## config.mk

```make
export PLATFORM = sky130hd
export DESIGN_NAME = acldam_matcher
export DESIGN_NICKNAME = d
export VERILOG_FILES = /design/src/verilog/acldam_pkg.sv /design/src/verilog/acldam_addr_cmp.sv /design/src/verilog/acldam_matcher.sv
export SDC_FILE = /design/constraint.sdc
export NUM_CORES = 1
export LEC_CHECK = 0
export ABC_AREA = 1
export ABC_CLOCK_PERIOD_IN_PS = 3880
export BUFFER_PORTS_ARGS = -buffer_cell sky130_fd_sc_hd__buf_4
export CAP_MARGIN = 25
export CORE_ASPECT_RATIO = 1.5
export CORE_UTILIZATION = 30
export CTS_BUF_LIST = sky130_fd_sc_hd__clkbuf_4 sky130_fd_sc_hd__clkbuf_8 sky130_fd_sc_hd__clkbuf_16
export CTS_CLUSTER_DIAMETER = 200
export DETAILED_ROUTE_END_ITERATION = 8
export GPL_TIMING_DRIVEN = 1
export PLACE_DENSITY = 0.52
export SLEW_MARGIN = 5
export SYNTH_ARGS = -nofsm -noshare
export SYNTH_HDL_FRONTEND = slang
export SYNTH_SLANG_ARGS = --single-unit
```

## constraint.sdc

```tcl
create_clock -name i_clk_sys -period 3.88 [get_ports i_clk_sys]
set_input_delay 0.388 -clock i_clk_sys [delete_from_list [all_inputs] [get_ports i_clk_sys]]
set_output_delay 0.388 -clock i_clk_sys [all_outputs]
set_load 0.005 [all_outputs]
```

## src/verilog/acldam_pkg.sv

```systemverilog
// package: constants, types and register map of the acl field matcher
package acldam_pkg;

    // =========================================================
    // widths
    localparam int REG_AW = 8;
    localparam int REG_DW = 32;
    localparam int IP_W = 32;
    localparam int OCT_W = 8;
    localparam int MAC_W = 48;
    localparam int OP_W = 16;
    localparam int CNT_W = 16;
    localparam int NUM_FLT = 4;

    // =========================================================
    // register map (byte addresses)
    localparam logic [REG_AW-1:0] REG_CTRL = 8'h00;
    localparam logic [REG_AW-1:0] REG_FLT_BASE = 8'h04;
    localparam logic [REG_AW-1:0] FLT_STRIDE = 8'h08;
    localparam logic [REG_AW-1:0] FLT_MASK_OFS = 8'h04;
    localparam logic [REG_AW-1:0] REG_STATUS = 8'h24;
    localparam logic [REG_AW-1:0] REG_HITS = 8'h28;

    // filter slots, in register order
    localparam int FLT_DEST = 0;
    localparam int FLT_SRC = 1;
    localparam int FLT_SNDR = 2;
    localparam int FLT_TGT = 3;

    // =========================================================
    // control word fields
    localparam int CTRL_W = 16;
    localparam int CTRL_FT_LSB = 0;
    localparam int CTRL_FMODE_LSB = 2;
    localparam int CTRL_OPK_LSB = 10;
    localparam int CTRL_RR_LSB = 12;
    localparam int CTRL_SHA_LSB = 14;
    localparam logic [CTRL_W-1:0] CTRL_RST = 16'h8000;

    // status word fields
    localparam int ST_MATCH = 0;
    localparam int ST_SEEN = 1;
    localparam int ST_FT_OK = 2;
    localparam int ST_IP_OK = 3;
    localparam int ST_ARP_OK = 4;

    // =========================================================
    // opcode_kind_select opcodes
    localparam logic [OP_W-1:0] OP_ARP_REQ = 16'h0001;
    localparam logic [OP_W-1:0] OP_ARP_REPLY = 16'h0002;
    localparam logic [OP_W-1:0] OP_RARP_REQ = 16'h0003;
    localparam logic [OP_W-1:0] OP_RARP_REPLY = 16'h0004;

    // =========================================================
    // modes
    typedef enum logic [1:0] {
        ADDR_ANY = 2'b00,
        ADDR_HOST = 2'b01,
        ADDR_NET = 2'b10
    } acldam_addr_mode_t;

    typedef enum logic [1:0] {
        FT_ANY = 2'b00,
        FT_IPV4 = 2'b01,
        FT_ARP = 2'b10
    } acldam_ftype_t;

    typedef enum logic [1:0] {
        OPK_ANY = 2'b00,
        OPK_ARP = 2'b01,
        OPK_RARP = 2'b10,
        OPK_OTHER = 2'b11
    } acldam_opkind_t;

    typedef enum logic [1:0] {
        RR_ANY = 2'b00,
        RR_REQ = 2'b01,
        RR_REPLY = 2'b10
    } acldam_reqrep_t;

    typedef enum logic [1:0] {
        SHA_DIFF = 2'b00,
        SHA_EQ = 2'b01,
        SHA_ANY = 2'b10
    } acldam_sha_t;

    // =========================================================
    // parsed frame fields from the ingress parser
    typedef struct packed {
        logic is_ipv4;
        logic is_arp;
        logic [IP_W-1:0] dest_ip;
        logic [IP_W-1:0] src_ip;
        logic [OP_W-1:0] arp_op;
        logic [IP_W-1:0] sender_ip;
        logic [IP_W-1:0] target_ip;
        logic [MAC_W-1:0] sender_hw;
        logic [MAC_W-1:0] src_mac;
    } acldam_frame_t;

endpackage : acldam_pkg

```

## src/verilog/acldam_addr_cmp.sv

```systemverilog
// one ipv4 address filter: any, host or masked network compare
module acldam_addr_cmp
    import acldam_pkg::*;
(
    input wire logic [1:0] i_mode,
    input wire logic [IP_W-1:0] i_value,
    input wire logic [IP_W-1:0] i_mask,
    input wire logic [IP_W-1:0] i_field,
    output logic o_hit
);

    acldam_addr_mode_t mode;

    assign mode = acldam_addr_mode_t'(i_mode);

    always_comb
    begin
        unique case (mode)
            ADDR_ANY:
            begin
                o_hit = 1'b1;
            end
            ADDR_HOST:
            begin
                o_hit = (i_field == i_value);
            end
            ADDR_NET:
            begin
                o_hit = ((i_field ^ i_value) & i_mask) == '0;
            end
            default:
            begin
                // reserved code is read as don't-care
                o_hit = 1'b1;
            end
        endcase
    end

endmodule : acldam_addr_cmp

```

## src/verilog/acldam_matcher.sv

```systemverilog
// access control entry matcher: ip address and arp field checks
// Contract
// - dest filter any ignores frame destination address.
// - dest host mode needs exact destination address equality.
// - dest network mode compares only bits set in dest mask.
// - addresses and masks are four octets forming one 32-bit word.
// - arp conditions apply only when entry frame type is arp.
// - opcode kind any, arp or rarp; match opcode of chosen protocol.
// - opcode kind other matches only unknown opcodes.
// - request setting matches arp or rarp request opcodes only.
// - reply setting matches reply opcodes; any ignores opcode.
// - sender filter any ignores arp sender address.
// - sender host needs equality; network compares masked bits.
// - target filter any ignores arp target address.
// - target host needs equality; network compares masked bits.
// - sha check 0 matches when sha differs from source mac.
// - sha check 1 matches when sha equals source mac.
// - sha check any leaves sha compare without effect.
// - source network uses address and mask; host uses address.
//
// The address-and-strobe port and the address map were left to the implementer.
module acldam_matcher
    import acldam_pkg::*;
(
    input wire logic i_clk_sys,
    input wire logic i_rst,
    input wire logic [REG_AW-1:0] i_reg_addr,
    input wire logic [REG_DW-1:0] i_reg_wdata,
    input wire logic i_reg_wr,
    input wire logic i_reg_rd,
    output logic [REG_DW-1:0] o_reg_rdata,
    input wire logic i_frame_valid,
    input wire acldam_frame_t i_frame,
    output logic o_match_valid,
    output logic o_match
);

    // =========================================================
    // configuration storage
    logic [CTRL_W-1:0] ctrl_ff;
    logic [IP_W-1:0] flt_val_ff [NUM_FLT];
    logic [IP_W-1:0] flt_mask_ff [NUM_FLT];

    // =========================================================
    // result and status state
    logic match_valid_ff;
    logic match_ff;
    logic seen_ff;
    logic ft_ok_ff;
    logic ip_ok_ff;
    logic arp_ok_ff;
    logic [CNT_W-1:0] hits_ff;
    logic [CNT_W-1:0] nxt_hits;
    logic [REG_DW-1:0] rdata_ff;
    logic [REG_DW-1:0] nxt_rdata;

    // =========================================================
    // decoded settings
    acldam_ftype_t ftype;
    acldam_opkind_t opkind;
    acldam_reqrep_t reqrep;
    acldam_sha_t sha_mode;
    assign ftype = acldam_ftype_t'(ctrl_ff[CTRL_FT_LSB +: 2]);
    assign opkind = acldam_opkind_t'(ctrl_ff[CTRL_OPK_LSB +: 2]);
    assign reqrep = acldam_reqrep_t'(ctrl_ff[CTRL_RR_LSB +: 2]);
    assign sha_mode = acldam_sha_t'(ctrl_ff[CTRL_SHA_LSB +: 2]);

    // =========================================================
    // frame field per filter slot
    logic [IP_W-1:0] flt_field [NUM_FLT];
    logic [NUM_FLT-1:0] flt_hit;
    assign flt_field[FLT_DEST] = i_frame.dest_ip;
    assign flt_field[FLT_SRC] = i_frame.src_ip;
    assign flt_field[FLT_SNDR] = i_frame.sender_ip;
    assign flt_field[FLT_TGT] = i_frame.target_ip;

    // =========================================================
    // control register
    always_ff @(posedge i_clk_sys)
    begin
        if (i_rst)
        begin
            ctrl_ff <= CTRL_RST;
        end
        else if (i_reg_wr && (i_reg_addr == REG_CTRL))
        begin
            ctrl_ff <= i_reg_wdata[CTRL_W-1:0];
        end
    end

    // =========================================================
    // address filters: value, mask and compare per slot
    genvar gi;
    generate
        for (gi = 0; gi < NUM_FLT; gi++)
        begin : g_flt
            localparam logic [REG_AW-1:0] A_VAL =
                REG_AW'(REG_FLT_BASE + gi * FLT_STRIDE);
            localparam logic [REG_AW-1:0] A_MASK =
                REG_AW'(A_VAL + FLT_MASK_OFS);
            // whole 32-bit word holds the four octets
            always_ff @(posedge i_clk_sys)
            begin
                if (i_rst)
                begin
                    flt_val_ff[gi] <= '0;
                    flt_mask_ff[gi] <= '0;
                end
                else if (i_reg_wr && (i_reg_addr == A_VAL))
                begin
                    flt_val_ff[gi] <= i_reg_wdata[IP_W-1:0];
                end
                else if (i_reg_wr && (i_reg_addr == A_MASK))
                begin
                    flt_mask_ff[gi] <= i_reg_wdata[IP_W-1:0];
                end
            end
            // host uses value only, network uses value and mask
            acldam_addr_cmp u_cmp (
                .i_mode(ctrl_ff[CTRL_FMODE_LSB + 2 * gi +: 2]),
                .i_value(flt_val_ff[gi]),
                .i_mask(flt_mask_ff[gi]),
                .i_field(flt_field[gi]),
                .o_hit(flt_hit[gi])
            );
        end
    endgenerate

    // =========================================================
    // opcode classification
    logic op_is_arp;
    logic op_is_rarp;
    logic op_is_req;
    logic op_is_reply;
    assign op_is_arp = (i_frame.arp_op == OP_ARP_REQ)
        || (i_frame.arp_op == OP_ARP_REPLY);
    assign op_is_rarp = (i_frame.arp_op == OP_RARP_REQ)
        || (i_frame.arp_op == OP_RARP_REPLY);
    assign op_is_req = (i_frame.arp_op == OP_ARP_REQ)
        || (i_frame.arp_op == OP_RARP_REQ);
    assign op_is_reply = (i_frame.arp_op == OP_ARP_REPLY)
        || (i_frame.arp_op == OP_RARP_REPLY);

    // =========================================================
    // arp condition terms
    logic opk_ok;
    logic rr_ok;
    logic sha_ok;
    logic sha_same;
    assign sha_same = (i_frame.sender_hw == i_frame.src_mac);
    always_comb
    begin
        unique case (opkind)
            OPK_ANY:
            begin
                opk_ok = 1'b1;
            end
            OPK_ARP:
            begin
                opk_ok = op_is_arp;
            end
            OPK_RARP:
            begin
                opk_ok = op_is_rarp;
            end
            OPK_OTHER:
            begin
                opk_ok = !op_is_arp && !op_is_rarp;
            end
        endcase
    end

    always_comb
    begin
        unique case (reqrep)
            RR_ANY:
            begin
                rr_ok = 1'b1;
            end
            RR_REQ:
            begin
                rr_ok = op_is_req;
            end
            RR_REPLY:
            begin
                rr_ok = op_is_reply;
            end
            default:
            begin
                // reserved code is read as don't-care
                rr_ok = 1'b1;
            end
        endcase
    end

    always_comb
    begin
        unique case (sha_mode)
            SHA_DIFF:
            begin
                sha_ok = !sha_same;
            end
            SHA_EQ:
            begin
                sha_ok = sha_same;
            end
            SHA_ANY:
            begin
                sha_ok = 1'b1;
            end
            default:
            begin
                sha_ok = 1'b1;
            end
        endcase
    end

    // =========================================================
    // entry decision
    logic ft_ok;
    logic ip_ok;
    logic arp_ok;
    logic nxt_match;
    always_comb
    begin
        unique case (ftype)
            FT_ANY:
            begin
                ft_ok = 1'b1;
            end
            FT_IPV4:
            begin
                ft_ok = i_frame.is_ipv4;
            end
            FT_ARP:
            begin
                ft_ok = i_frame.is_arp;
            end
            default:
            begin
                // a reserved frame type never matches
                ft_ok = 1'b0;
            end
        endcase
    end

    // ip address filters only have meaning on ipv4 entries
    assign ip_ok = (ftype != FT_IPV4)
        || (flt_hit[FLT_DEST] && flt_hit[FLT_SRC]);
    assign arp_ok = (ftype != FT_ARP)
        || (opk_ok && rr_ok && sha_ok
            && flt_hit[FLT_SNDR]
            && flt_hit[FLT_TGT]);
    assign nxt_match = ft_ok && ip_ok && arp_ok;

    // =========================================================
    // registered result, one cycle after the frame fields
    always_ff @(posedge i_clk_sys)
    begin
        if (i_rst)
        begin
            match_valid_ff <= 1'b0;
            match_ff <= 1'b0;
        end
        else
        begin
            match_valid_ff <= i_frame_valid;
            match_ff <= i_frame_valid && nxt_match;
        end
    end
    assign o_match_valid = match_valid_ff;
    assign o_match = match_ff;

    // =========================================================
    // status of the last evaluated frame
    always_ff @(posedge i_clk_sys)
    begin
        if (i_rst)
        begin
            seen_ff <= 1'b0;
            ft_ok_ff <= 1'b0;
            ip_ok_ff <= 1'b0;
            arp_ok_ff <= 1'b0;
        end
        else if (i_frame_valid)
        begin
            seen_ff <= 1'b1;
            ft_ok_ff <= ft_ok;
            ip_ok_ff <= ip_ok;
            arp_ok_ff <= arp_ok;
        end
    end

    // =========================================================
    // hit counter: write clears, a hit in the same cycle survives
    always_comb
    begin
        nxt_hits = hits_ff;
        if (i_reg_wr && (i_reg_addr == REG_HITS))
        begin
            nxt_hits = '0;
        end
        // saturate so a busy port never wraps to a small count
        if (match_ff && (nxt_hits != '1))
        begin
            nxt_hits = CNT_W'(nxt_hits + 1'b1);
        end
    end
    always_ff @(posedge i_clk_sys)
    begin
        if (i_rst)
        begin
            hits_ff <= '0;
        end
        else
        begin
            hits_ff <= nxt_hits;
        end
    end

    // =========================================================
    // register read port, data one cycle after the strobe
    always_comb
    begin
        nxt_rdata = '0;
        if (i_reg_addr == REG_CTRL)
        begin
            nxt_rdata[CTRL_W-1:0] = ctrl_ff;
        end
        else if (i_reg_addr == REG_STATUS)
        begin
            nxt_rdata[ST_MATCH] = match_ff;
            nxt_rdata[ST_SEEN] = seen_ff;
            nxt_rdata[ST_FT_OK] = ft_ok_ff;
            nxt_rdata[ST_IP_OK] = ip_ok_ff;
            nxt_rdata[ST_ARP_OK] = arp_ok_ff;
        end
        else if (i_reg_addr == REG_HITS)
        begin
            nxt_rdata[CNT_W-1:0] = hits_ff;
        end
        else
        begin
            for (int k = 0; k < NUM_FLT; k++)
            begin
                if (i_reg_addr == REG_AW'(REG_FLT_BASE
                    + k * FLT_STRIDE))
                begin
                    nxt_rdata[IP_W-1:0] = flt_val_ff[k];
                end
                if (i_reg_addr == REG_AW'(REG_FLT_BASE
                    + k * FLT_STRIDE + FLT_MASK_OFS))
                begin
                    nxt_rdata[IP_W-1:0] = flt_mask_ff[k];
                end
            end
        end
    end
    // data stands only in the cycle after the read strobe
    always_ff @(posedge i_clk_sys)
    begin
        if (i_rst || !i_reg_rd)
        begin
            rdata_ff <= '0;
        end
        else
        begin
            rdata_ff <= nxt_rdata;
        end
    end
    assign o_reg_rdata = rdata_ff;

endmodule : acldam_matcher

```

[Word level (Yosys, flattened, before mapping)]
Memory sizes are Yosys's and may differ from the RTL's.
Index checks and enable logic that the tools add are counted.
Operators by class
  multiplexer cells: 60
  reduce and logical (&&, ||, !) cells: 40
  equal/unequal tests: 38
  add/sub/neg operators: 1
  bitwise operators: 16
Operators by type and width (count)
  $mux W32: 16
  $and A32 B32 Y32: 4
  $eq A32 B32 Y1: 4
  $logic_not A32 Y1: 4
  $xor A32 B32 Y32: 4
  $mux W16: 4
  $eq A48 B48 Y1: 1
  $eq A16 B2 Y1 const B: 2
  $eq A8 B5 Y1 const B: 4
  $mux W1: 30
  $eq A8 B6 Y1 const B: 3
  $logic_and A1 B1 Y1: 20
  $add A16 B1 Y16 const B: 1
  $eq A16 B1 Y1 const B: 1
  $eq A16 B3 Y1 const B: 1
  $eq A2 B1 Y1 const B: 8
  $eq A2 B2 Y1 const B: 8
  $eq A8 B4 Y1 const B: 2
  $ne A16 B16 Y1 const B: 1
  $pmux W1 S2: 6
  $mux W11: 1
  $eq A8 B3 Y1 const B: 1
  $logic_not A8 Y1: 1
  $or A1 B1 Y1: 8
  9 further kinds: 20
Storage, ports and cells
  word-level logic and storage cells: 167
  output and inout port bits: 34
  memories kept: 2
  register bits: 70
  bits in writable memories: 256
  input bits: 287
Memories
  flt_mask_ff: words 4, bits a word 32, read ports 4, clocked after Yosys merged registers in 0, wr ports 4, RTL line acldam_matcher.sv:42  | logic [IP_W-1:0] flt_mask_ff [NUM_FLT];
  flt_val_ff: words 4, bits a word 32, read ports 4, clocked after Yosys merged registers in 0, wr ports 4, RTL line acldam_matcher.sv:41  | logic [IP_W-1:0] flt_val_ff [NUM_FLT];

[Logic depth before layout (Yosys ltp)]
Gate-level depths: netlist (run 1).
  word-level depth: 12
  mapped depth: 18
  depth with buffers taken out: 17

[Modules after synthesis]
From an unflattened synthesis (run 1), not the netlist that was laid out.
Unflattened totals
  cell total of the unflattened synthesis: 2819
  area, all modules: 19596.3 um^2
By module, submodules not included
  acldam_matcher: cells an instance 1831, area an instance 15527.4 um^2, times used 1, seq. area each 9088.7 um^2
  acldam_addr_cmp: cells an instance 247, area an instance 1017.2 um^2, times used 4, seq. area each 0.0 um^2

[Worst setup path before layout (run 1)]
OpenSTA, ideal clock, no wires.
  path type: input -> register
  start: input i_reg_addr[7]
  end: memory flt_mask_ff[1][0] (enable)
  buffers on the path: 2
  setup slack: -0.080 ns
  data arrival time: 3.495 ns
  stages: 7
  path through: nor2_2 inv_1 nor3_2 nand2_1 buf_2 clkbuf_1 o21ai_0
RTL lines
  from (decl): RTL line acldam_matcher.sv:27  | input wire logic [REG_AW-1:0] i_reg_addr,
  to (decl): RTL line acldam_matcher.sv:42

[Worst setup path after layout (run 1)]
  start: input i_reg_addr[7]
  end: register rdata_ff[0], in the netlist o_reg_rdata[0]
On the way
  longest elaborated chain between the ends: 12
Ends and longest elaborated chain
  $eq A8 B3 Y1: RTL line acldam_matcher.sv:346  | if (i_reg_addr == REG_AW'(REG_FLT_BASE
  $mux W32: RTL line acldam_matcher.sv:346
  $mux W32: RTL line acldam_matcher.sv:351  | if (i_reg_addr == REG_AW'(REG_FLT_BASE
  $mux W32: RTL line acldam_matcher.sv:346
  $mux W32: RTL line acldam_matcher.sv:351
  $mux W32: RTL line acldam_matcher.sv:346
  $mux W32: RTL line acldam_matcher.sv:351
  $mux W32: RTL line acldam_matcher.sv:346
  $mux W32: RTL line acldam_matcher.sv:351
  $mux W16: RTL line acldam_matcher.sv:338  | else if (i_reg_addr == REG_HITS)
  $mux W5: RTL line acldam_matcher.sv:330  | else if (i_reg_addr == REG_STATUS)
  $mux W16 (*): RTL line acldam_matcher.sv:326  | if (i_reg_addr == REG_CTRL)
  to (signal assigned): RTL line acldam_matcher.sv:368  | rdata_ff <= nxt_rdata;
  to (decl): RTL line acldam_matcher.sv:54  | logic [REG_DW-1:0] rdata_ff;
Every way passes the cells marked *; elsewhere a longest branch is shown, timed or not.
A chain may end at the register's enable or synchronous reset.

==> key figures, run 1 <==
Drt
  – DR WL/cell: between 15 and 20 µm
  – Vias: approximately 16k
  – Antenna Nets Post-Route: 0
  – 1st-iter DRT viols: roughly 1.1k
  – Pre-antenna DRT Iters: 6
  – WL final: 68.5 mm
  – Drt via density: between 4 and 5
  – DR DRC count: 0

Finish
  – Layout fillers: approximately 6.2k
  – Final instance area: around 23,000 µm²
  – Diode count: 0
  – Non-Filler Instances: around 3.5k
  – Nets: around 3k
  – Layout cell share with drive strength beyond 1: between 10% and 20%
  – Layout area overhead: 25.0%

Die
  – DIE AREA: 61,500 µm²
  – # rows: 110
  – IO Pins: ~320
  – Area of the core: approximately 60,000 µm²
  – Starting Density: between 30% and 40%
  – Die Ht: ~300 µm
  – Die W: between 200 and 250 µm

Min path
  – Hold crit path type: input pin to flip-flop
  – Worst Hold Launch: i_reg_wdata[15]

Critical path
  – CP Max Fanout: 16
  – Crit end category: flip-flop
  – Kind of critical path: input pin to flip-flop
  – CP arrival: 2960 ps
  – Slowest stage delay, CP: between 500 and 600 ps
  – Crit-path cells: buf_4, nor2_2, inv_1, nor3_2, nand2_1, buf_4, o21ai_0, o2111ai_1, a21oi_1, a21oi_1
  – Critical path origin: i_reg_addr[7]
  – WP data required: between 4000 and 5000 ps
  – FF-to-FF Start: hits_ff[0]
  – Slowest stage cell, crit path: nand2_1
  – Crit path launch type: input pin

Placement
  – Placed insts: between 3k and 4k
  – Routability cong.: just over 0.9
  – Dpl cell area: 21,500 µm²
  – Buffers on Ports: 320
  – HPWL after detailed placement: about 54 mm

Logic synthesis
  – Netlist cell types: 45
  – Post-synthesis sequential area ratio: 50.0%
  – YS warnings: 0
  – Number of synthesized flops with an enable pin: 256
  – Top FF cell, synth: edfxtp_1
  – Syn_area_per_cell: 7.81 µm²
  – Fraction of registers with async set/reset: 0%
  – Synthesized net count: 2,622
  – Cell area after synthesis: 18,200 µm²
  – Register bit total from synthesis: 326
  – Cells after Synth: approximately 2.3k

CTS
  – Setup Buffers After CTS: 0
  – Clock buffer depth: 3
  – Clock transition at path regs: 70 ps
  – CTS hold repair buffers: 0
  – Skew-Pair Late Insertion Delay: 540 ps
  – Htree depth: 2
  – Clock sink count: 326
  – CTS Root Buffer Type: clkbuf_16
  – CTS tree: done
  – Cts bufs inserted: 34
  – CTS-repair resized insts: 0

Timing
  – Min Hold Slack: ~120 ps
  – Clock period minus worst slack: roughly 2600 ps
  – Setup TNS: 0 ps
  – Final Hold Viols: 0
  – Maximum clock frequency: approximately 0.39 GHz
  – Slew margin rel.: 48.0%
  – Final Skew: about 32 ps
  – Final Cycle Share: 66.3%
  – Actual slew at the worst max-slew pin: 780 ps
  – Slew Viols, Final: 0
  – RSZ-0062 raised after global routing: false
  – Finish-stage setup viols: 0

Global routing
  – Pin count of the biggest net entering global routing: 35
  – Global-route congestion overflow total: 0
  – All-layer global routing usage: 22.0%
  – Initial antenna violation count: 0
  – First-pass GRT wire length: roughly 100 mm
  – Vias in the first global route: roughly 17k

Power
  – Leakage power figure: 10.2 nW
  – Part of the power in the clock network: 41.9%
  – Switching share of power: between 20% and 30%
  – Peak supply drop: 0.228 mV
  – Sequential share of power: between 40% and 50%
  – Logic pwr share: a little over a tenth
  – Power density cells: about 370 nW/µm²
  – Net Sw Power: slightly above 2 mW
  – Internal: about 6.4 mW

Flow run
  – Number of max-cap violations: 0

Outcome
  – Outcome: completed
==> cells in the mapped netlist (6+ instances only) <==
| cell type | number | area [µm²] |
|---|---|---|
| nand2_1 | 710 | 2670 |
| nor2_1 | 451 | 1690 |
| edfxtp_1 | 256 | 7690 |
| inv_1 | 225 | 845 |
| nand3_1 | 100 | 500 |
| xor2_1 | 99 | 867 |
| dfxtp_1 | 70 | 1400 |
| a21oi_1 | 69 | 345 |
| o21ai_0 | 63 | 315 |
| nand4_1 | 54 | 338 |
| clkbuf_1 | 38 | 143 |
| or2_2 | 24 | 150 |
| buf_2 | 23 | 115 |
| xnor2_1 | 23 | 201 |
| clkinv_1 | 17 | 63.8 |
| ha_1 | 11 | 138 |
| inv_2 | 9 | 33.8 |
| nand2_2 | 9 | 56.3 |
| nand3b_1 | 7 | 52.6 |
| nor3b_1 | 7 | 52.6 |
| nor2_2 | 6 | 37.5 |
| nor3_1 | 6 | 30.0 |
==> layout by cell type, fill, tap and decap left out, drive strengths merged, types with 4 or more instances in the layout <==
master and count:
xor2 99, nand4 54, a21oi 69, nor3b 7
nand2 722, o21ai 63, nor3 10, or2 24
o2111ai 4, bufinv 5, nand3b 7, nand3 105
buf 356, edfxtp 256, xnor2 23, clkbuf 45
nor2 459, inv 235, dfxtp 70, ha 11
clkinv 27
==> logic make-up after synthesis <==
family | count (synthesis) | share of synthesized area [%]
buffers and inverters | 320 | 6.92
AND/OR/NAND/NOR | 1391 | 31.7
AO/OA/AOI/OAI | 154 | 4.64
flip-flops | 326 | 50.0
XOR/XNOR | 122 | 5.88
adder cells (fa/ha/maj) | 11 | 0.758
==> through the flow <==
stage                     total power, mW  util, %  worst slack (ps)
after floorplan                      4.48        -              22.6
after CTS                            8.49     37.9              1330
after global placement               4.97     36.0               779
after detailed placement             4.98     36.0               762
final                                8.44     37.9              1310
after global routing                 8.73     37.9              1210
==> final timing paths <==
kind / end / slack, ps / cells after the start
max reg2reg: hits_ff[11] / 1620 / 12
max: o_reg_rdata[0] / 1310 / 10
min: ctrl_ff[15] / 120 / 3
min reg2reg: o_reg_rdata[15] / 510 / 2
==> state kept, by name (all words and copies together) (netlist names) <==
signal	cells
seen_ff	1
ip_ok_ff	1
ctrl_ff	16
ft_ok_ff	1
flt_val_ff	128
flt_mask_ff	128
hits_ff	16
arp_ok_ff	1
o_match	1
o_match_valid	1
o_reg_rdata	32
==> metal layers <==
layer	wire, µm	track usage [%]	vias up
met2	35700	41.4	618
met4	3950	12.0	0
met1	25300	24.1	7664
met5	0	0	-
met3	3530	2.25	156
li1	-	-	8032
==> worst max-delay path, delay by kind of cell <==
| family | cells | cell delay [ps] |
|---|---|---|
| compound gates | 4 | 1080 |
| buf+inv | 3 | 580 |
| simple gates | 3 | 900 |
==> layout make-up <==
class / count / area, µm² / area share, %
sequential: 326 / 9090 / 40.0
inverter: 252 / 947 / 4.17
clock inverter: 16 / 208 / 0.915
clock buffer: 45 / 963 / 4.24
multi-input combinational: 1678 / 7840 / 34.5
timing repair buffer: 356 / 2690 / 11.8
tap: 784 / 981 / 4.32
==> power groups by stage <==
stage               Clock (mW)  Combinational (mW)  Sequential, mW
finish                    3.54               0.896            4.01
global route              3.71               0.994            4.02
CTS                       3.58               0.906            4.01
detailed placement           0               0.902            4.08
global placement             0               0.894            4.08
floorplan                    0               0.430            4.05
Power figures use the tool's default switching activity.
==> run 2: changes to the inputs <==
ABC_AREA = 0   (was 1)
ABC_CLOCK_PERIOD_IN_PS = 2650   (was 3880)
PLACE_DENSITY = 0.51   (was 0.52)
clock period = 2.65 ns   (was 3.88 ns; I/O delays follow)
==> run 2 against run 1 <==
Net effect: first-iteration DRC count grew 33%; die area fell by 7.9%; combinational power grew 55%; sequential cell count did not move; largest cell class unchanged; largest power group unchanged; global-route usage up 4.7 points; highest routed layer unchanged.
==> key figures, run 2 <==
Outcome
  – Outcome: completed

Logic synthesis
  – Syn_area_per_cell: 11.1 µm² (+43%)
  – Post-synthesis sequential area ratio: 54.4% (+4.3 points)
  – Count leader, synth: and2_1
  – Cell area after synthesis: 16,700 µm² (-7.9%)
  – Synth area leaders: edfxtp_1 46%, and2_1 9.7%, dfxtp_1 8.4%
  – Synthesized net count: 1,799 (-31%)
  – Most common library cells after synthesis: 259 x and2_1, 256 x edfxtp_1, 130 x xor2_1
  – Register bit total from synthesis: 326 (unchanged)
  – Yosys top cell by area: edfxtp_1
  – Netlist cell types: 57 (+27%)
  – Fraction of registers with async set/reset: 0% (unchanged)
  – YS warnings: 0 (unchanged)
  – Top FF cell, synth: edfxtp_1
  – Cells after Synth: 1,501 (-35%)
  – Number of synthesized flops with an enable pin: 256 (unchanged)
  – Post-synth top area share: 46.0% (+3.6 points)

CTS
  – CTS tree: done
  – Clock transition at path regs: 60 ps (about the same)
  – CTS Root Buffer Type: clkbuf_16
  – Cts bufs inserted: 35 (+2.9%)
  – Setup Buffers After CTS: 0 (unchanged)
  – Htree depth: 2 (unchanged)
  – Skew-Pair Late Insertion Delay: 540 ps (about the same)
  – Clock sink count: 326 (unchanged)
  – Clock buffer depth: 3 (unchanged)

Critical path
  – FF-to-FF End: ip_ok_ff
  – FF-to-FF Start: flt_val_ff[1][0]
  – CP most frequent cell: nor3_1
  – Crit end category: flip-flop
  – WP data required: 3100 ps (-1170 ps)
  – Crit path launch type: flip-flop
  – Crit-path cells: xor2_1, a22o_1, a221oi_1, buf_4, nand4_1, nor3_1, nor3_1, o211a_1, a211oi_1
  – R2R Setup Slk: 90 ps (-1530 ps)
  – Slowest stage cell, crit path: edfxtp_1
  – CP arrival: 3010 ps (+50 ps)
  – Largest delay share family, worst path: compound AO/OA/AOI/OAI gates
  – Worst R2R Path Depth: 9 (-3)
  – Kind of critical path: flip-flop to flip-flop
  – CP Max Fanout: 2 (-14)
  – Slowest stage delay, CP: 490 ps (-30 ps)
  – Buffer and inverter count on the worst path: 1 (-2)

Min path
  – Worst hold path cell count: 3 (unchanged)
  – Worst hold endpoint: ctrl_ff[9]
  – Hold crit path type: input pin to flip-flop
  – Worst Hold Launch: i_reg_wdata[9]

Die
  – Die W: 195 µm (-4.0%)
  – IO Pins: 321 (unchanged)
  – # rows: 105 (-4.5%)
  – Die Ht: 291 µm (-4.0%)
  – Area of the core: 54,900 µm² (-8.3%)
  – Starting Density: 30.5% (+0.12 points)
  – DIE AREA: 56,700 µm² (-7.9%)

Timing
  – RSZ-0062 raised after global routing: false
  – Final Cycle Share: a little over nine tenths
  – Slew margin rel.: 55.9% (+7.9 points)
  – Finish-stage setup viols: 0 (unchanged)
  – Final Hold Viols: 0 (unchanged)
  – Setup TNS: 0 ps (unchanged)
  – Clock period minus worst slack: about 2600 ps
  – Final Skew: 11.7 ps (-20.7 ps)
  – Slew Viols, Final: 0 (unchanged)
  – Maximum clock frequency: between 0.3 and 0.4 GHz
  – Actual slew at the worst max-slew pin: 662 ps (-118 ps)

Drt
  – Antenna Nets Post-Route: 0 (unchanged)
  – Pre-antenna DRT Iters: 6 (unchanged)
  – DR DRC count: 0 (unchanged)
  – Vias: 14.3k (-13%)
  – WL final: 76.7 mm (+12%)
  – Drt via density: 5.42 (+14%)
  – DR WL/cell: 29.0 µm (+46%)
  – 1st-iter DRT viols: 1,408 (+33%)

Global routing
  – All-layer global routing usage: 26.7% (+4.7 points)
  – Pin count of the biggest net entering global routing: 35 (unchanged)
  – First-pass GRT wire length: 106 mm (+6.9%)
  – Initial antenna violation count: 3 (+3)
  – Global-route congestion overflow total: 0 (unchanged)
  – Vias in the first global route: 14.7k (-12%)

Finish
  – Layout fillers: 5,417 (-12%)
  – Layout cell share with drive strength beyond 1: 27.7% (+9.6 points)
  – Non-Filler Instances: 2,648 (-23%)
  – Most common cell after layout, fill and taps aside: buf_4
  – Layout area overhead: 32.5%
  – Area occupied by multi-input gates: 7370 µm² (-6.0%)
  – Nets: 2,225 (-24%)
  – FF/Latch Area: 9090 µm² (unchanged)
  – Util after Layout: 40.4% (+2.4 points)
  – Most frequent cells in the layout: 436 x buf_4, 257 x and2_1, 256 x edfxtp_1

Flow run
  – Number of max-cap violations: 0 (unchanged)

Power
  – Peak supply drop: 0.343 mV (+50%)
  – Power density cells: 553 nW/µm² (+49%)
  – Leakage power figure: 8.35 nW (-18%)

Placement
  – Placed insts: 2,584 (-24%)
  – Buffers on Ports: 320 (unchanged)
  – HPWL after detailed placement: 60.3 mm (+13%)
  – Routability cong.: 1.00 (+9.6%)
run 2: cell type report:
| cell class | count | area share, % |
|---|---|---|
| Multi-Input combinational cell | 1092 | 33.3 |
| Clock inverter | 11 | 0.327 |
| Sequential cell | 326 | 41.0 |
| Antenna cell | 1 | 0.0113 |
| Inverter | 17 | 0.288 |
| Clock buffer | 51 | 4.74 |
| Timing Repair Buffer | 455 | 16.4 |
| Tap cell | 695 | 3.92 |
run 2: cells by family (layout without fill, tap and decap cells):
kind of cell               Yosys count  count (layout)  share of synthesized area [%]
AOI/OAI and AO/OA                  318             318                           13.5
xor gates and xnor gates           189             189                           9.90
adders and majority gates           11              11                          0.823
buffers and inverters               83             534                           1.95
DFF                                326             326                           54.4
muxes                                5               5                          0.299
other                                0               1                              0
and+or+nand+nor                    569             569                           19.2
run 2: how the worst max path moves through the flow:
stage / slack, ps / endpoint / depth (start not counted) / from
after global placement: -20 / o_reg_rdata[27] / 9 / i_reg_addr[1]
final: 90 / ip_ok_ff / 9 / flt_val_ff[1][0]
after CTS: 160 / ip_ok_ff / 8 / flt_val_ff[1][15]
after floorplan: 4 / hits_ff[13] / 10 / i_reg_addr[2]
after global routing: 20 / ip_ok_ff / 9 / flt_val_ff[1][0]
after detailed placement: -6 / o_reg_rdata[16] / 9 / i_reg_addr[1]
run 2: repair_timing:
item / in CTS / in global routing
hold buffers: 1 / 0
hold endpoints to repair: 3 / 0
gates resized for setup: 0 / 0
run 2: per-layer routing:
layer	track usage (%)	vias up	wire (µm)
li1	-	6430	-
met1	31.1	6995	28800
met2	47.6	762	38700
met3	2.95	155	4620
met4	14.5	0	4540
met5	0	-	0
run 2: power by group:
part	internal (mW)	switching (mW)	total (mW)
Sequential	5.73	0.221	5.95
Clock	2.78	2.14	4.91
Combinational	0.619	0.772	1.39
run 2: tightest hold or removal path, cell delays in order:
cell	delay [ps]
buf_4	170
nand2_1	70
a21oi_1	50
run 2: per-stage QoR:
step                hold slack, ps  power [mW]  worst slack, ps  instance area [µm²]
finish                        73.1        12.2             87.5                22200
global route                  65.0        12.6             23.9                22200
CTS                           62.4        12.3              157                22200
detailed placement             467        7.43            -5.93                21000
global placement               462        7.43            -20.0                21000
floorplan                      361        6.44             4.21                16800
==> run 3: changes to the inputs <==
CORE_UTILIZATION = 35   (was 30)
PLACE_DENSITY = 0.57   (was 0.51)
==> run 3 against run 2 <==
Net effect: first-iteration DRC count rose by 2.4%; sequential share of layout area rose by 0.68 points; sequential power barely moved; utilization rose by 6.1 points; clock skew rose by 1.4 ps; sequential cell count did not move; combinational power barely moved; register-to-register slack improved by 50 ps; worst setup slack improved by 47 ps; global-route usage rose by 3.9 points; hold slack got worse by 54 ps; critical path type unchanged; largest power group unchanged.
==> key figures, run 3 (synthesis gave the netlist of run 2 again) <==
Drt
  – 1st-iter DRT viols: 1,442 (+2.4%)
  – DR DRC count: 0 (unchanged)
  – Vias: 14.2k (-0.97%)
  – Drt via density: 5.67 (+4.8%)
  – Pre-antenna DRT Iters: 7 (+1)
  – DR WL/cell: 30.0 µm (+3.5%)
  – Antenna Nets Post-Route: 0 (unchanged)
  – WL final: 75.1 mm (-2.1%)

CTS
  – Clock sink count: 326 (unchanged)
  – Skew-Pair Late Insertion Delay: 540 ps (about the same)
  – Cts bufs inserted: 35 (unchanged)
  – Clock buffer depth: 3 (unchanged)
  – Htree depth: 2 (unchanged)
  – Setup Buffers After CTS: 0 (unchanged)
  – CTS tree: done
  – Clock transition at path regs: 70 ps (about the same)
  – CTS Root Buffer Type: clkbuf_16

Timing
  – Actual slew at the worst max-slew pin: 680 ps (+17.5 ps)
  – Clock period minus worst slack: 2510 ps (-47.5 ps)
  – Min Hold Slack: 19.2 ps (-54.0 ps)
  – Final Hold Viols: 0 (unchanged)
  – Slew Viols, Final: 0 (unchanged)
  – Finish-stage setup viols: 0 (unchanged)
  – RSZ-0062 raised after global routing: false
  – Final Cycle Share: 94.9% (-1.8 points)
  – Slew margin rel.: 54.3% (-1.5 points)
  – Maximum clock frequency: 0.398 GHz (+1.9%)
  – Final Skew: 13.1 ps (+1.42 ps)

Die
  – Starting Density: 35.6% (+5.2 points)
  – Area of the core: 47,000 µm² (-14%)
  – # rows: 97 (-7.6%)
  – IO Pins: 321 (unchanged)
  – Die Ht: 270 µm (-7.4%)
  – Die W: 180 µm (-7.3%)
  – DIE AREA: 48,700 µm² (-14%)

Critical path
  – Crit end category: flip-flop
  – CP Max Fanout: 2 (unchanged)
  – Crit path launch type: flip-flop
  – Critical path origin: flt_val_ff[1][4]
  – R2R Setup Slk: 140 ps (+50 ps)
  – FF-to-FF Start: flt_val_ff[1][4]
  – CP arrival: 2960 ps (-50 ps)
  – Kind of critical path: flip-flop to flip-flop
  – WP data required: 3090 ps (about the same)

Global routing
  – Global-route congestion overflow total: 0 (unchanged)
  – Pin count of the biggest net entering global routing: 33 (-5.7%)
  – First-pass GRT wire length: 105 mm (-1.5%)
  – All-layer global routing usage: 30.6% (+3.9 points)
  – Vias in the first global route: 14.6k (-0.14%)
  – Initial antenna violation count: 1 (-2)

Outcome
  – Outcome: completed

Finish
  – Diode count: 0 (-1)
  – FF/Latch Area: 9090 µm² (unchanged)
  – Nets: 2,180 (-2.0%)
  – Layout fillers: 4,361 (-19%)
  – Most frequent cells in the layout: 391 x buf_4, 257 x and2_1, 256 x edfxtp_1
  – Final instance area: 21,800 µm² (-1.6%)
  – Layout cell share with drive strength beyond 1: 26.1% (-1.6 points)
  – Most common cell after layout, fill and taps aside: buf_4
  – Layout area overhead: 30.4%
  – Area occupied by multi-input gates: 7380 µm² (+0.15%)
  – Util after Layout: 46.4% (+6.1 points)

Power
  – Leakage power figure: 8.16 nW (-2.3%)
  – Peak supply drop: 0.362 mV (+5.5%)
  – Power density cells: 576 nW/µm² (+4.2%)

Placement
  – Buffers on Ports: 320 (unchanged)
  – Dpl cell area: 20,600 µm² (-2.2%)
  – HPWL after detailed placement: 58.5 mm (-3.0%)
  – Routability cong.: 1.00 (+0.37%)

Min path
  – Hold crit path type: input pin to flip-flop
  – Worst Hold Launch: i_rst

Flow run
  – Number of max-cap violations: 0 (unchanged)
-- run 3: final cells by class --
type,instances,area share [%]
Clock buffer,48,4.80
Clock inverter,16,0.781
Inverter,17,0.293
Multi-Input combinational cell,1092,33.9
Sequential cell,326,41.7
Tap cell,594,3.41
Timing Repair Buffer,410,15.2
-- run 3: stage by stage --
step / cells / total power, mW / TNS [ps] / setup WS (ps)
6_report: 2503 / 12.6 / 0 / 135
4_1_cts: 2503 / 12.6 / 0 / 26.4
5_1_grt: 2503 / 12.9 / 0 / 11.0
3_3_place_gp: 2438 / 7.40 / -231 / -93.8
3_5_place_dp: 2438 / 7.41 / -271 / -72.3
2_1_floorplan: 1501 / 6.44 / 0 / 4.21
-- run 3: what timing repair did --
action / in CTS / in global routing
hold endpoints to repair: 3 / 0
resized for setup: 0 / 2
setup endpoints to repair: 0 / 2
hold buffers: 1 / 0
-- run 3: worst paths after layout --
check / cells past startpoint / endpoint
setup / recovery: 7 / ip_ok_ff
hold / removal: 2 / ctrl_ff[2]
setup reg to reg: 7 / ip_ok_ff
hold reg to reg: 2 / o_reg_rdata[15]
-- run 3: routing by layer --
metal  wire (µm)  part of all wire [%]  global-route usage (%)  up-vias
li1            -                     -                       -     6341
met1       26400                    35                    33.5     6892
met2       38000                    51                    54.5      780
met3        4930                   6.6                    4.16      190
met4        5700                   7.6                    21.0        0
met5           0                     0                       0        -
-- run 3: report_power, final --
part,switching (mW),internal [mW]
clock network,2.15,3.08
logic,0.764,0.606
registers,0.232,5.73
total,3.14,9.41
-- run 3: critical path: stages (launching register included) --
cell      delay, ps
edfxtp_1        500
xor2_1          240
nor4_1          500
nand4_1         200
nor3_1          280
nor3_1          180
o211a_1         290
a211oi_1        240
